==> config.mk <==
export PLATFORM = sky130hd
export DESIGN_NAME = ism_top
export DESIGN_NICKNAME = d
export VERILOG_FILES = /design/src/core/ism_pkg.sv /design/src/core/ism_event_if.sv /design/src/core/ism_ms_timer.sv /design/src/core/ism_decoder.sv /design/src/core/ism_top.sv
export SDC_FILE = /design/constraint.sdc
export NUM_CORES = 1
export LEC_CHECK = 0
export BUFFER_PORTS_ARGS = -buffer_cell sky130_fd_sc_hd__buf_2
export CAP_MARGIN = 20
export CORE_MARGIN = 4
export CORE_UTILIZATION = 52
export CTS_CLUSTER_DIAMETER = 80
export DETAILED_ROUTE_END_ITERATION = 6
export MAX_ROUTING_LAYER = met4
export PLACE_DENSITY = 0.73
export SLEW_MARGIN = 20
export SYNTH_ARGS = -nofsm -noshare
export SYNTH_HDL_FRONTEND = slang
export SYNTH_SLANG_ARGS = --single-unit
==> constraint.sdc <==
create_clock -name pclk -period 2.2 [get_ports pclk]
set_input_delay 0.22 -clock pclk [delete_from_list [all_inputs] [get_ports pclk]]
set_output_delay 0.22 -clock pclk [all_outputs]
set_load 0.01 [all_outputs]
==> src/core/ism_pkg.sv <==
package ism_pkg;

    // ------------------------------------------------------------
    // widths
    // ------------------------------------------------------------
    localparam int NUM_SIG = 4;
    localparam int DATA_W = 32;
    localparam int ADDR_W = 8;
    localparam int SEL_W = 4;
    localparam int STAMP_W_DEF = 32;
    localparam int N_SRC_DEF = 16;

    // ------------------------------------------------------------
    // timing
    // ------------------------------------------------------------
    localparam int unsigned STAMP_RES_NS = 1000000;
    localparam int unsigned CLK_PERIOD_NS = 25;
    // least time, rounded up to whole cycles
    localparam int unsigned MS_CYCLES_DEF = (STAMP_RES_NS + CLK_PERIOD_NS - 1) / CLK_PERIOD_NS;

    // ------------------------------------------------------------
    // register offsets (byte addresses)
    // ------------------------------------------------------------
    localparam logic [ADDR_W-1:0] ADDR_CTRL = 8'h00;
    localparam logic [ADDR_W-1:0] ADDR_STATUS = 8'h04;
    localparam logic [ADDR_W-1:0] ADDR_TIME = 8'h08;
    localparam logic [ADDR_W-1:0] ADDR_IRQ_STATUS = 8'h0c;
    localparam logic [ADDR_W-1:0] ADDR_IRQ_MASK = 8'h10;
    localparam logic [ADDR_W-1:0] ADDR_LAST_STAMP = 8'h14;
    localparam logic [ADDR_W-1:0] ADDR_EVT_COUNT = 8'h18;

    // ------------------------------------------------------------
    // field layout
    // ------------------------------------------------------------
    localparam int CTRL_RUN_BIT = 0;
    localparam int CTRL_FILT_LSB = 1;
    localparam int CTRL_OSEL_LSB = 4;
    localparam int CTRL_CSEL_LSB = 8;
    localparam int CTRL_OINV_BIT = 12;
    localparam int CTRL_CINV_BIT = 13;
    localparam int STAT_POS_LSB = 0;
    localparam int STAT_OPEN_BIT = 2;
    localparam int STAT_CLOSED_BIT = 3;
    localparam int STAT_RUN_BIT = 4;
    localparam int STAT_HOT_LSB = 8;
    localparam int IRQ_OFF_LSB = 4;

    // ------------------------------------------------------------
    // reset values
    // ------------------------------------------------------------
    localparam logic [2*NUM_SIG-1:0] IRQ_MASK_RST = 8'h00;
    localparam logic [SEL_W-1:0] OSEL_RST = 4'h0;
    localparam logic [SEL_W-1:0] CSEL_RST = 4'h1;

    // ------------------------------------------------------------
    // types
    // ------------------------------------------------------------
    typedef enum logic [1:0] {POS_INTERMEDIATE, POS_OPEN, POS_CLOSED, POS_BAD} ism_pos_type;
    typedef enum logic [1:0] {FILT_BOTH, FILT_ON_ONLY, FILT_OFF_ONLY, FILT_BOTH_ALT} ism_filt_type;

    function automatic logic [NUM_SIG-1:0] ism_onehot(input ism_pos_type p);
        ism_onehot = 4'h1 << p;
    endfunction : ism_onehot

    function automatic logic ism_addr_mapped(input logic [ADDR_W-1:0] a);
        ism_addr_mapped = (a == ADDR_CTRL) || (a == ADDR_STATUS) || (a == ADDR_TIME) ||
                          (a == ADDR_IRQ_STATUS) || (a == ADDR_IRQ_MASK) ||
                          (a == ADDR_LAST_STAMP) || (a == ADDR_EVT_COUNT);
    endfunction : ism_addr_mapped

endpackage : ism_pkg

==> src/core/ism_event_if.sv <==
`timescale 1ns/1ps
`default_nettype none
interface ism_event_if #(parameter int STAMP_W = 32);
    import ism_pkg::*;
    ism_pos_type pos;
    logic [NUM_SIG-1:0] level_hot;
    logic [NUM_SIG-1:0] raw_on;
    logic [NUM_SIG-1:0] raw_off;
    logic [NUM_SIG-1:0] buf_on;
    logic [NUM_SIG-1:0] buf_off;
    logic buf_valid;
    logic [STAMP_W-1:0] buf_stamp;
    modport source(output pos, level_hot, raw_on, raw_off, buf_on, buf_off, buf_valid, buf_stamp);
    modport sink(input pos, level_hot, raw_on, raw_off, buf_on, buf_off, buf_valid, buf_stamp);
endinterface : ism_event_if
`default_nettype wire

==> src/core/ism_ms_timer.sv <==
`timescale 1ns/1ps
`default_nettype none
module ism_ms_timer #(
    parameter int unsigned MS_CYCLES = ism_pkg::MS_CYCLES_DEF,
    parameter int STAMP_W = ism_pkg::STAMP_W_DEF
) (
    // clock and reset
    input wire logic pclk,
    input wire logic presetn,
    // millisecond count
    output logic [STAMP_W-1:0] stamp
);
    import ism_pkg::*;

    localparam int CNT_W = (MS_CYCLES > 1) ? $clog2(MS_CYCLES) : 1;
    localparam logic [CNT_W-1:0] CNT_LAST = CNT_W'(MS_CYCLES - 1);

    logic [CNT_W-1:0] cnt_q;
    logic [STAMP_W-1:0] stamp_q;

    always_ff @(posedge pclk or negedge presetn) begin
        if (!presetn) begin
            cnt_q <= '0;
        end else if (cnt_q == CNT_LAST) begin
            cnt_q <= '0;
        end else begin
            cnt_q <= cnt_q + 1'b1;
        end
    end

    // wraps silently; software extends it if needed
    always_ff @(posedge pclk or negedge presetn) begin
        if (!presetn) begin
            stamp_q <= '0;
        end else if (cnt_q == CNT_LAST) begin
            stamp_q <= stamp_q + 1'b1;
        end
    end

    assign stamp = stamp_q;

endmodule : ism_ms_timer
`default_nettype wire

==> src/core/ism_decoder.sv <==
`timescale 1ns/1ps
`default_nettype none
module ism_decoder #(
    parameter int STAMP_W = ism_pkg::STAMP_W_DEF
) (
    // clock and reset
    input wire logic pclk,
    input wire logic presetn,
    // selected status levels
    input wire logic open_lvl,
    input wire logic closed_lvl,
    // settings
    input wire logic run,
    input wire ism_pkg::ism_filt_type filt,
    input wire logic [STAMP_W-1:0] stamp,
    // decoded status and events
    ism_event_if.source evt
);
    import ism_pkg::*;

    localparam logic [NUM_SIG-1:0] HOT_RST = ism_onehot(POS_INTERMEDIATE);

    ism_pos_type pos_d;
    ism_pos_type pos_q;
    logic [NUM_SIG-1:0] hot_d;
    logic [NUM_SIG-1:0] hot_q;
    logic [NUM_SIG-1:0] on_d;
    logic [NUM_SIG-1:0] off_d;
    logic keep_on;
    logic keep_off;
    logic [NUM_SIG-1:0] raw_on_q;
    logic [NUM_SIG-1:0] raw_off_q;
    logic [NUM_SIG-1:0] buf_on_q;
    logic [NUM_SIG-1:0] buf_off_q;
    logic buf_valid_q;
    logic [STAMP_W-1:0] buf_stamp_q;

    always_comb begin
        unique case ({closed_lvl, open_lvl})
            2'b00: pos_d = POS_INTERMEDIATE;
            2'b01: pos_d = POS_OPEN;
            2'b10: pos_d = POS_CLOSED;
            2'b11: pos_d = POS_BAD;
        endcase
    end

    always_comb begin
        hot_d = ism_onehot(pos_d);
        on_d = hot_d & ~ism_onehot(pos_q);
        off_d = ~hot_d & ism_onehot(pos_q);
    end

    always_comb begin
        unique case (filt)
            FILT_ON_ONLY: begin
                keep_on = 1'b1;
                keep_off = 1'b0;
            end
            FILT_OFF_ONLY: begin
                keep_on = 1'b0;
                keep_off = 1'b1;
            end
            FILT_BOTH, FILT_BOTH_ALT: begin
                keep_on = 1'b1;
                keep_off = 1'b1;
            end
        endcase
    end

    // status held as levels, sampled every edge
    always_ff @(posedge pclk or negedge presetn) begin
        if (!presetn) begin
            pos_q <= POS_INTERMEDIATE;
            hot_q <= HOT_RST;
        end else begin
            pos_q <= pos_d;
            hot_q <= hot_d;
        end
    end

    // events only while monitoring; changes during setup are silent
    always_ff @(posedge pclk or negedge presetn) begin
        if (!presetn) begin
            raw_on_q <= '0;
            raw_off_q <= '0;
            buf_on_q <= '0;
            buf_off_q <= '0;
            buf_valid_q <= 1'b0;
            buf_stamp_q <= '0;
        end else begin
            raw_on_q <= run ? on_d : '0;
            raw_off_q <= run ? off_d : '0;
            buf_on_q <= (run && keep_on) ? on_d : '0;
            buf_off_q <= (run && keep_off) ? off_d : '0;
            buf_valid_q <= run && (((keep_on ? on_d : '0) | (keep_off ? off_d : '0)) != '0);
            buf_stamp_q <= stamp;
        end
    end

    assign evt.pos = pos_q;
    assign evt.level_hot = hot_q;
    assign evt.raw_on = raw_on_q;
    assign evt.raw_off = raw_off_q;
    assign evt.buf_on = buf_on_q;
    assign evt.buf_off = buf_off_q;
    assign evt.buf_valid = buf_valid_q;
    assign evt.buf_stamp = buf_stamp_q;

endmodule : ism_decoder
`default_nettype wire

==> src/core/ism_top.sv <==
// Overview of operation
// neither input active reports intermediate
// both inputs active reports bad
// code: 0 intermediate, 1 open, 2 closed, 3 bad
// open input high means open position
// closed input high means closed position
// normally two separate inputs per object
// single input may feed inverted copy
// indication only, no switching command output
// settings change only in setup phase
// on and off event per status signal
// every event carries millisecond timestamp
// filter passes on, off or both events
// events cover held status indications too
// inputs sampled each edge, one-cycle update
// reset clears strobes, shows intermediate
`timescale 1ns/1ps
`default_nettype none
module ism_top #(
    parameter int N_SRC = ism_pkg::N_SRC_DEF,
    parameter int STAMP_W = ism_pkg::STAMP_W_DEF,
    parameter int unsigned MS_CYCLES = ism_pkg::MS_CYCLES_DEF
) (
    // clock and reset
    input wire logic pclk,
    input wire logic presetn,
    // apb slave
    input wire logic psel,
    input wire logic penable,
    input wire logic pwrite,
    input wire logic [ism_pkg::ADDR_W-1:0] paddr,
    input wire logic [ism_pkg::DATA_W-1:0] pwdata,
    input wire logic [ism_pkg::DATA_W/8-1:0] pstrb,
    output logic [ism_pkg::DATA_W-1:0] prdata,
    output logic pready,
    output logic pslverr,
    // status sources: digital inputs and soft signals
    input wire logic [N_SRC-1:0] soft_signal_source,
    // decoded position
    output logic [1:0] position,
    output logic [ism_pkg::NUM_SIG-1:0] position_hot,
    // event buffer port
    output logic position_indicator_events_valid,
    output logic [ism_pkg::NUM_SIG-1:0] position_indicator_events_on,
    output logic [ism_pkg::NUM_SIG-1:0] position_indicator_events_off,
    output logic [STAMP_W-1:0] position_indicator_events_stamp,
    // interrupt
    output logic irq
);
    import ism_pkg::*;

    // ------------------------------------------------------------
    // declarations
    // ------------------------------------------------------------
    localparam int IRQ_W = 2 * NUM_SIG;

    logic run_q;
    ism_filt_type filt_q;
    logic [SEL_W-1:0] osel_q;
    logic [SEL_W-1:0] csel_q;
    logic oinv_q;
    logic cinv_q;
    logic open_lvl;
    logic closed_lvl;
    logic [STAMP_W-1:0] stamp_now;
    logic [IRQ_W-1:0] irq_stat_q;
    logic [IRQ_W-1:0] irq_stat_d;
    logic [IRQ_W-1:0] irq_mask_q;
    logic irq_q;
    logic [STAMP_W-1:0] last_stamp_q;
    logic [DATA_W-1:0] evt_count_q;
    logic [DATA_W-1:0] prdata_q;
    logic pready_q;
    logic pslverr_q;
    logic setup_phase;
    logic wr_take;
    logic [DATA_W-1:0] rd_word;
    logic ro_target;

    ism_event_if #(.STAMP_W(STAMP_W)) evt_bus();

    // ------------------------------------------------------------
    // source selection
    // ------------------------------------------------------------
    function automatic logic pick(input logic [N_SRC-1:0] src, input logic [SEL_W-1:0] sel);
        pick = (int'(sel) < N_SRC) ? src[sel] : 1'b0;
    endfunction : pick

    // inversion lets one physical contact drive both lines
    always_comb begin
        open_lvl = pick(soft_signal_source, osel_q) ^ oinv_q;
        closed_lvl = pick(soft_signal_source, csel_q) ^ cinv_q;
    end

    // ------------------------------------------------------------
    // timestamp and decoder
    // ------------------------------------------------------------
    ism_ms_timer #(
        .MS_CYCLES(MS_CYCLES),
        .STAMP_W(STAMP_W)
    ) u_timer (
        .pclk(pclk),
        .presetn(presetn),
        .stamp(stamp_now)
    );

    ism_decoder #(
        .STAMP_W(STAMP_W)
    ) u_decoder (
        .pclk(pclk),
        .presetn(presetn),
        .open_lvl(open_lvl),
        .closed_lvl(closed_lvl),
        .run(run_q),
        .filt(filt_q),
        .stamp(stamp_now),
        .evt(evt_bus)
    );

    // ------------------------------------------------------------
    // apb handshake
    // ------------------------------------------------------------
    // no wait state: answer comes in the first access cycle
    always_comb begin
        setup_phase = psel && !penable;
        wr_take = psel && penable && pready_q && pwrite;
        ro_target = (paddr == ADDR_STATUS) || (paddr == ADDR_TIME) ||
                    (paddr == ADDR_LAST_STAMP) || (paddr == ADDR_EVT_COUNT);
    end

    always_ff @(posedge pclk or negedge presetn) begin
        if (!presetn) begin
            pready_q <= 1'b0;
            pslverr_q <= 1'b0;
        end else begin
            pready_q <= setup_phase;
            pslverr_q <= setup_phase && (!ism_addr_mapped(paddr) || (pwrite && ro_target));
        end
    end

    // ------------------------------------------------------------
    // settings register
    // ------------------------------------------------------------
    // run can always be toggled; the rest freezes while monitoring
    always_ff @(posedge pclk or negedge presetn) begin
        if (!presetn) begin
            run_q <= 1'b0;
        end else if (wr_take && paddr == ADDR_CTRL && pstrb[0]) begin
            run_q <= pwdata[CTRL_RUN_BIT];
        end
    end

    always_ff @(posedge pclk or negedge presetn) begin
        if (!presetn) begin
            filt_q <= FILT_BOTH;
            osel_q <= OSEL_RST;
        end else if (wr_take && paddr == ADDR_CTRL && pstrb[0] && !run_q) begin
            filt_q <= ism_filt_type'(pwdata[CTRL_FILT_LSB +: 2]);
            osel_q <= pwdata[CTRL_OSEL_LSB +: SEL_W];
        end
    end

    always_ff @(posedge pclk or negedge presetn) begin
        if (!presetn) begin
            csel_q <= CSEL_RST;
            oinv_q <= 1'b0;
            cinv_q <= 1'b0;
        end else if (wr_take && paddr == ADDR_CTRL && pstrb[1] && !run_q) begin
            csel_q <= pwdata[CTRL_CSEL_LSB +: SEL_W];
            oinv_q <= pwdata[CTRL_OINV_BIT];
            cinv_q <= pwdata[CTRL_CINV_BIT];
        end
    end

    // ------------------------------------------------------------
    // interrupt status, mask and line
    // ------------------------------------------------------------
    // a new event in the clearing cycle stays set
    always_comb begin
        irq_stat_d = irq_stat_q;
        if (wr_take && paddr == ADDR_IRQ_STATUS && pstrb[0]) begin
            irq_stat_d = irq_stat_q & ~pwdata[IRQ_W-1:0];
        end
        irq_stat_d = irq_stat_d | {evt_bus.raw_off, evt_bus.raw_on};
    end

    always_ff @(posedge pclk or negedge presetn) begin
        if (!presetn) begin
            irq_stat_q <= '0;
        end else begin
            irq_stat_q <= irq_stat_d;
        end
    end

    always_ff @(posedge pclk or negedge presetn) begin
        if (!presetn) begin
            irq_mask_q <= IRQ_MASK_RST;
        end else if (wr_take && paddr == ADDR_IRQ_MASK && pstrb[0]) begin
            irq_mask_q <= pwdata[IRQ_W-1:0];
        end
    end

    always_ff @(posedge pclk or negedge presetn) begin
        if (!presetn) begin
            irq_q <= 1'b0;
        end else begin
            irq_q <= |(irq_stat_d & irq_mask_q);
        end
    end

    // ------------------------------------------------------------
    // event bookkeeping
    // ------------------------------------------------------------
    always_ff @(posedge pclk or negedge presetn) begin
        if (!presetn) begin
            last_stamp_q <= '0;
        end else if (evt_bus.buf_valid) begin
            last_stamp_q <= evt_bus.buf_stamp;
        end
    end

    // counts buffer writes, saturating so software never sees a wrap
    always_ff @(posedge pclk or negedge presetn) begin
        if (!presetn) begin
            evt_count_q <= '0;
        end else if (evt_bus.buf_valid && evt_count_q != '1) begin
            evt_count_q <= evt_count_q + 1'b1;
        end
    end

    // ------------------------------------------------------------
    // read path
    // ------------------------------------------------------------
    always_comb begin
        rd_word = '0;
        unique case (paddr)
            ADDR_CTRL: begin
                rd_word[CTRL_RUN_BIT] = run_q;
                rd_word[CTRL_FILT_LSB +: 2] = filt_q;
                rd_word[CTRL_OSEL_LSB +: SEL_W] = osel_q;
                rd_word[CTRL_CSEL_LSB +: SEL_W] = csel_q;
                rd_word[CTRL_OINV_BIT] = oinv_q;
                rd_word[CTRL_CINV_BIT] = cinv_q;
            end
            ADDR_STATUS: begin
                rd_word[STAT_POS_LSB +: 2] = evt_bus.pos;
                rd_word[STAT_OPEN_BIT] = open_lvl;
                rd_word[STAT_CLOSED_BIT] = closed_lvl;
                rd_word[STAT_RUN_BIT] = run_q;
                rd_word[STAT_HOT_LSB +: NUM_SIG] = evt_bus.level_hot;
            end
            ADDR_TIME: begin
                rd_word = DATA_W'(stamp_now);
            end
            ADDR_IRQ_STATUS: begin
                rd_word[IRQ_W-1:0] = irq_stat_q;
            end
            ADDR_IRQ_MASK: begin
                rd_word[IRQ_W-1:0] = irq_mask_q;
            end
            ADDR_LAST_STAMP: begin
                rd_word = DATA_W'(last_stamp_q);
            end
            ADDR_EVT_COUNT: begin
                rd_word = evt_count_q;
            end
            default: begin
                rd_word = '0;
            end
        endcase
    end

    always_ff @(posedge pclk or negedge presetn) begin
        if (!presetn) begin
            prdata_q <= '0;
        end else if (setup_phase && !pwrite) begin
            prdata_q <= rd_word;
        end
    end

    // ------------------------------------------------------------
    // outputs
    // ------------------------------------------------------------
    // status and events only; nothing here can command the switch
    assign position = evt_bus.pos;
    assign position_hot = evt_bus.level_hot;
    assign position_indicator_events_valid = evt_bus.buf_valid;
    assign position_indicator_events_on = evt_bus.buf_on;
    assign position_indicator_events_off = evt_bus.buf_off;
    assign position_indicator_events_stamp = evt_bus.buf_stamp;
    assign irq = irq_q;
    assign prdata = prdata_q;
    assign pready = pready_q;
    assign pslverr = pslverr_q;

endmodule : ism_top
`default_nettype wire

### Yosys cells after proc, flatten, opt, wreduce, memory -nomap -nowiden

Index checks and enable logic that the tools add are counted.

* add/sub/neg operators: 3
* magnitude comparators: 2
* eq/ne operators: 14
* shift-type cells: 2
* mux-type cells: 22
* bitwise operators: 11
* reduce and logical (&&, ||, !) cells: 41

Operators with widths (number)
* adder 32 x 1 -> 32 bit, second input constant: 2
* one-hot mux 18 bit (3 select lines): 1
* inequality test 32 bit, second input constant: 1
* == test 8 x 5 -> 1 bit, second input constant: 3
* two-way mux 4 bit: 6
* one-hot mux 3 bit (7 select lines): 1
* logical AND 1 bit: 20
* one-hot mux 4 bit (5 select lines): 1
* one-hot mux 3 bit (6 select lines): 1
* adder 16 x 1 -> 16 bit, second input constant: 1
* AND 8 bit: 2
* == test 16 bit, second input constant: 1
* == test 8 x 4 -> 1 bit, second input constant: 2
* two-way mux 16 bit: 1
* one-hot mux 2 bit (4 select lines): 2
* logical OR 1 bit: 10
* less-than comparator 4 x 5 -> 1 bit, second input constant: 2
* AND 4 bit: 2
* binary-select mux 1 bit (select 4 bit): 2
* == test 2 bit, second input constant: 4
* == test 8 x 3 -> 1 bit, second input constant: 1
* zero test 8 bit: 1
* two-way mux 8 bit: 1
* NOT 4 bit: 2
* 15 further kinds: 25

* register bits after elaboration: 231
* bits of input ports: 65

### Depth between registers and ports, before layout

* depth in word-level cells: 12
* gate-level depth with buffers: 9
* mapped depth without buffers: 7

### Cells and area by module

From an unflattened synthesis, not the netlist that was laid out.

* cells, all modules: 873
* area total of the unflattened synthesis: 10453.8 µm²

Modules (own cells, without submodules)
* ism_top: times used 1, cells an instance 563, area an instance 6438.7 µm², sequential area each 3204.3 µm²
* ism_ms_timer: times used 1, cells an instance 219, area an instance 2346.0 µm², sequential area each 1201.2 µm²
* ism_decoder: times used 1, cells an instance 91, area an instance 1669.1 µm², sequential area each 1377.6 µm²

### Least setup slack after synthesis

No wires, ideal clock.

* path type: register to register
* start point: register csel_q[0]
* end point: register u_decoder.buf_off_q[2], in the netlist u_decoder.evt.buf_off[2]
* setup time: 0.096 ns
* arrival time: 2.256 ns
* slack: -0.152 ns
* cell stages (with the launch flop): 8
* path through: dfstp_2 buf_6 mux4_1 mux4_2 xor2_1 buf_6 nor2b_4 nor4_2

* word-level cells in the longest chain between the ends: 9

RTL lines
* start: declaration: RTL line ism_top.sv:60 `logic [SEL_W-1:0] csel_q;`
* start signal: assignment: RTL line ism_top.sv:169 `csel_q <= pwdata[CTRL_CSEL_LSB +: SEL_W];`
* binary-select mux 1 bit (select 4 bit) (*): RTL line ism_top.sv:86 `pick = (int'(sel) < N_SRC) ? src[sel] : 1'b0;`
* two-way mux 1 bit (not written as such) (*): RTL line ism_top.sv:86
* bitwise XOR 1 bit (*): RTL line ism_top.sv:92 `closed_lvl = pick(soft_signal_source, csel_q) ^ cinv_q;`
* == test 2 bit, or another cell as far along: RTL line ism_decoder.sv:39 `unique case ({closed_lvl, open_lvl})`
* one-hot mux 2 bit (4 select lines) (*): RTL line ism_decoder.sv:39
* via u_decoder.pos_d[1]: RTL line ism_decoder.sv:23 `ism_pos_type pos_d;`
* left shift 1 x 2 -> 4 bit (*): RTL line ism_pkg.sv:62 `ism_onehot = 4'h1 << p;`
* via u_decoder.hot_d[2]: RTL line ism_decoder.sv:25 `logic [NUM_SIG-1:0] hot_d;`
* NOT 4 bit (*): RTL line ism_decoder.sv:50 `off_d = ~hot_d & ism_onehot(pos_q);`
* AND 4 bit (*): RTL line ism_decoder.sv:50
* two-way mux 4 bit (*): RTL line ism_decoder.sv:94 `buf_off_q <= (run && keep_off) ? off_d : '0;`
* end signal: assignment: RTL line ism_decoder.sv:94
* end: declaration: RTL line ism_decoder.sv:34 `logic [NUM_SIG-1:0] buf_off_q;`

The timed path passes the listed nets; every way through them passes the cells marked *. The select of a mux whose other input is x is not followed.
A chain may end at the register's enable or synchronous reset.

### Worst setup path in the final report

* start point: register csel_q[0]
* end point: register u_decoder.buf_on_q[1], in the netlist u_decoder.evt.buf_on[1]

* word-level cells in the longest chain between the ends: 8

RTL lines
* binary-select mux 1 bit (select 4 bit) (*): RTL line ism_top.sv:86
* two-way mux 1 bit (not written as such) (*): RTL line ism_top.sv:86
* bitwise XOR 1 bit (*): RTL line ism_top.sv:92
* == test 2 bit, or another cell as far along: RTL line ism_decoder.sv:39
* one-hot mux 2 bit (4 select lines) (*): RTL line ism_decoder.sv:39
* left shift 1 x 2 -> 4 bit (*): RTL line ism_pkg.sv:62
* AND 4 bit (*): RTL line ism_decoder.sv:49 `on_d = hot_d & ~ism_onehot(pos_q);`
* two-way mux 4 bit (*): RTL line ism_decoder.sv:93 `buf_on_q <= (run && keep_on) ? on_d : '0;`
* end signal: assignment: RTL line ism_decoder.sv:93
* end: declaration: RTL line ism_decoder.sv:33 `logic [NUM_SIG-1:0] buf_on_q;`

Every way passes the cells marked *; elsewhere a longest branch is shown, timed or not. The select of a mux whose other input is x is not followed.

==> key figures <==
Timing
  – Layout Skew: 0.0142 ns
  – Worst-Margin Slew: 0.607 ns
  – RSZ-0062 raised after global routing: yes
  – Final Hold Fails: 0
  – Setup violations, final: 22
  – Final Slew Violations: 0
  – Hold Slack: 0.0270 ns
  – Crit path time final: 2.43 ns
  – Slew margin rel.: 0.595
  – Max Freq: 0.412 GHz
  – Final setup margin: -0.228 ns
  – Final worst path period share: 1.10
  – Total Neg Setup Slack: -3.10 ns

CTS
  – Root Buffer: clkbuf_16
  – CTS max path bufs: 3
  – TritonCTS Sinks: 231
  – Clk slew on worst S/H paths: 0.06 ns
  – Cts bufs inserted: 25
  – TritonCTS clock tree: done
  – Worst skew pair latency: 0.52 ns
  – H-tree lvl count: 1

Pwr
  – Leak: 0.00612 uW
  – Pwr Density: 695 mW/mm^2
  – P_int: 6770 uW
  – Sw power: 1960 uW
  – Total power: 8730 uW
  – Sequential share of power: 0.496
  – Worst vdd ir: 0.558 mV
  – Clock group share of total power: 0.454
  – Combinational share of power: 0.049
  – Switch share: 0.225

Finish
  – Util after Layout: 0.665
  – Fill count: 1432
  – Antenna cell count: 0
  – Area growth from synthesis to layout: 24.9%
  – Share of cells above drive strength 1: 0.346
  – Layout net count: 1098

Worst setup path
  – Worst-path fanout max: 6
  – Slowest-stage cell, CP: dfstp_2
  – R2R cell count: 6
  – Critical Path RT: 2.60 ns
  – Crit path launch: csel_q[0]
  – R2r startpoint: csel_q[0]
  – Most common cell on crit path: mux4_2
  – Internal reg-to-reg setup slack: -0.23 ns
  – Max incr delay on CP: 0.61 ns
  – Critical path type: reg -> reg
  – CP arrival: 2.82 ns
  – Critical-path cell list: mux4_2 -> mux4_2 -> xor2_1 -> buf_4 -> buf_6 -> and4bb_2
  – Worst setup path endpoint: u_decoder.evt.buf_on[1]
  – CP bufs+invs: 2
  – Crit end category: flip-flop
  – Top delay family on crit path: multiplexers
  – CP Depth: 6
  – Reg2reg end: u_decoder.evt.buf_on[1]
  – Startpoint Class: flip-flop

Detailed routing
  – Via count: 7492
  – DRT Pass-1 Iters: 5
  – Post-Route WL: 25.6 mm
  – Post-DR wirelength/cell: 19.6 um
  – Via density: 5.72
  – Routed Antenna Nets: 0
  – First DRT Iteration DRCs: 535
  – DRC viols: 0

Die
  – Die X: 147 um
  – FP Rows: 50
  – Die ar.: 0.0216 sq mm
  – CORE AREA: 0.0189 sq mm
  – Starting Density: 0.532
  – Num ports: 147
  – Die H: 147 um

Outcome
  – Failing checks: setup timing
  – Status: complete, but fails checks

Synth
  – Synth cell types: 65
  – Seq/Total Area, Yosys: 0.575
  – Adder-cell share of the synthesized area: 0.00373
  – Post-synthesis mux area share: 0.100
  – Post-Syn Nets: 896
  – Top_reg_cell synth: dfrtp_1
  – XOR/XNOR Fraction of Synth Area: 0.0697
  – Register bit total from synthesis: 231
  – Cell Area, Synth: 0.0101 sq mm
  – Mapped Cells: 828
  – YS warnings: 0
  – Post-synth ARST share: 1.00
  – Syn_area_per_cell: 12.1 sq um
  – Post-synthesis compound-gate area fraction: 0.0808
  – Post-Synth Simple-Gate Area: 0.144
  – Post-synth EDFFs: 0
  – Combinational family with the most area after synthesis: simple AND/OR/NAND/NOR gates

Place
  – Final HPWL DP: 18.2 mm
  – I/O Buffers: 126
  – RD Place Congestion: 0.870

Global route
  – Overall Global Routing Usage: 0.243
  – Largest net degree at the start of global routing: 71
  – Global-route wire length before repair: 41.3 mm
  – GRT overflow: 0
  – Initial antenna violation count: 0
  – Vias in the first global route: 7590

Flow run
  – Max Cap Viol: 0

Min path
  – Hold depth: 2
  – Hold Crit Class: in -> reg
[worst min-delay path by stage]
stage | start | end | slack [ns]
after floorplan | presetn | cinv_q | -0.08
after global placement | presetn | csel_q[3] | 0.23
after detailed placement | presetn | osel_q[2] | 0.23
after CTS | pwdata[4] | irq_mask_q[4] | 0.009
after global routing | pwdata[4] | osel_q[0] | 0.009
final | pwdata[4] | osel_q[0] | 0.03
[per-stage QoR]
step | cell area (sq um) | std cells | setup WS (ns)
detailed placement | 11400 | 1241 | -0.235
global placement | 11400 | 1241 | -0.205
global route | 12600 | 1309 | -0.327
floorplan | 10100 | 828 | -0.111
finish | 12600 | 1309 | -0.228
CTS | 12400 | 1302 | -0.221
[power groups by stage]
stage          Sequential, uW  Clock [uW]  Combinational (uW)
2_1_floorplan            4410           0                 134
3_3_place_gp             4410           0                 389
3_5_place_dp             4410           0                 396
4_1_cts                  4330        4040                 423
5_1_grt                  4330        4250                 473
6_report                 4330        3970                 428
[Yosys cell counts (all sizes together), types with 3 or more instances]
| master | count | area, sq um |
|---|---|---|
| nand4b | 3 | 32.5 |
| mux2i | 9 | 90.1 |
| a21boi | 3 | 22.5 |
| buf | 20 | 126 |
| nand3 | 36 | 185 |
| a22oi | 9 | 67.6 |
| nor3 | 19 | 100 |
| a21o | 6 | 45.0 |
| a22o | 4 | 35.0 |
| nand2 | 61 | 229 |
| or4 | 3 | 30.0 |
| mux2 | 59 | 664 |
| or2 | 3 | 18.8 |
| a222oi | 21 | 210 |
| xnor2 | 51 | 447 |
| a21oi | 8 | 40.0 |
| ha | 3 | 37.5 |
| nor2b | 5 | 46.3 |
| nand4 | 19 | 119 |
| nor2 | 57 | 245 |
| dfrtp | 229 | 5730 |
| mux4 | 10 | 255 |
| clkbuf | 22 | 82.6 |
| and2 | 6 | 38.8 |
| nor4 | 9 | 68.8 |
| o21ai | 28 | 140 |
| xor2 | 29 | 254 |
| and4 | 9 | 78.8 |
| and3 | 21 | 133 |
| inv | 16 | 60.1 |
| a31oi | 13 | 81.3 |
| a221oi | 7 | 61.3 |
| nand2b | 7 | 43.8 |
[cells by family (layout without fill, tap and decap cells)]
| kind of cell | count (synthesis) | in the layout |
|---|---|---|
| buffers and inverters | 58 | 279 |
| multiplexers | 78 | 78 |
| AO/OA/AOI/OAI | 112 | 112 |
| XOR/XNOR | 80 | 80 |
| adder cells (fa/ha/maj) | 3 | 3 |
| flip-flops | 231 | 231 |
| AND/OR/NAND/NOR | 266 | 266 |
[final cells by class]
cell class                 instances  area (sq um)  share of cell area
clock buffer                      37           731              0.0582
timing repair buffer             217          1460               0.116
sequential                       231          5790               0.461
tap                              260           325              0.0259
clock inverter                     9          52.6             0.00418
multi-input combinational        539          4150               0.330
inverter                          16          60.1             0.00478
[repair_timing]
action | in CTS | in global routing
buffers inserted | 0 | 7
pin swaps | 2 | 15
endpoints found under the setup margin | 25 | 55
hold endpoints to repair | 81 | 0
gates cloned | 0 | 0
hold buffers | 15 | 0
resized for setup | 12 | 31
[flip-flops by register name (all words and copies together), names as in the netlist, 8 cells and up]
name                     flops
evt_count_q                 32
last_stamp_q                32
prdata                      32
u_timer.cnt_q               16
u_decoder.evt.buf_stamp     32
irq_mask_q                   8
irq_stat_q                   8
u_timer.stamp               32
[cells in the final DEF, fill, tap and decap left out, drive strengths merged, types with 10 or more instances in the layout]
master / synthesis / final
dfrtp: 229 / 229
buf: 20 / 202
nand2: 61 / 61
mux2: 59 / 59
nor2: 57 / 57
xnor2: 51 / 51
clkbuf: 22 / 37
nand3: 36 / 36
xor2: 29 / 29
o21ai: 28 / 28
a222oi: 21 / 21
and3: 21 / 21
nand4: 19 / 19
nor3: 19 / 19
inv: 16 / 17
dlygate4sd3: 0 / 15
a31oi: 13 / 13
mux4: 10 / 10
[layer usage]
| metal | routed length (um) | up-vias | global-route usage |
|---|---|---|---|
| met1 | 11200 | 3806 | 0.340 |
| met4 | 514 | 0 | 0.0541 |
| li1 | - | 3405 | - |
| met5 | 0 | - | - |
| met2 | 12500 | 236 | 0.383 |
| met3 | 1430 | 45 | 0.0355 |
No activity file was read; power rests on OpenSTA's default activity.
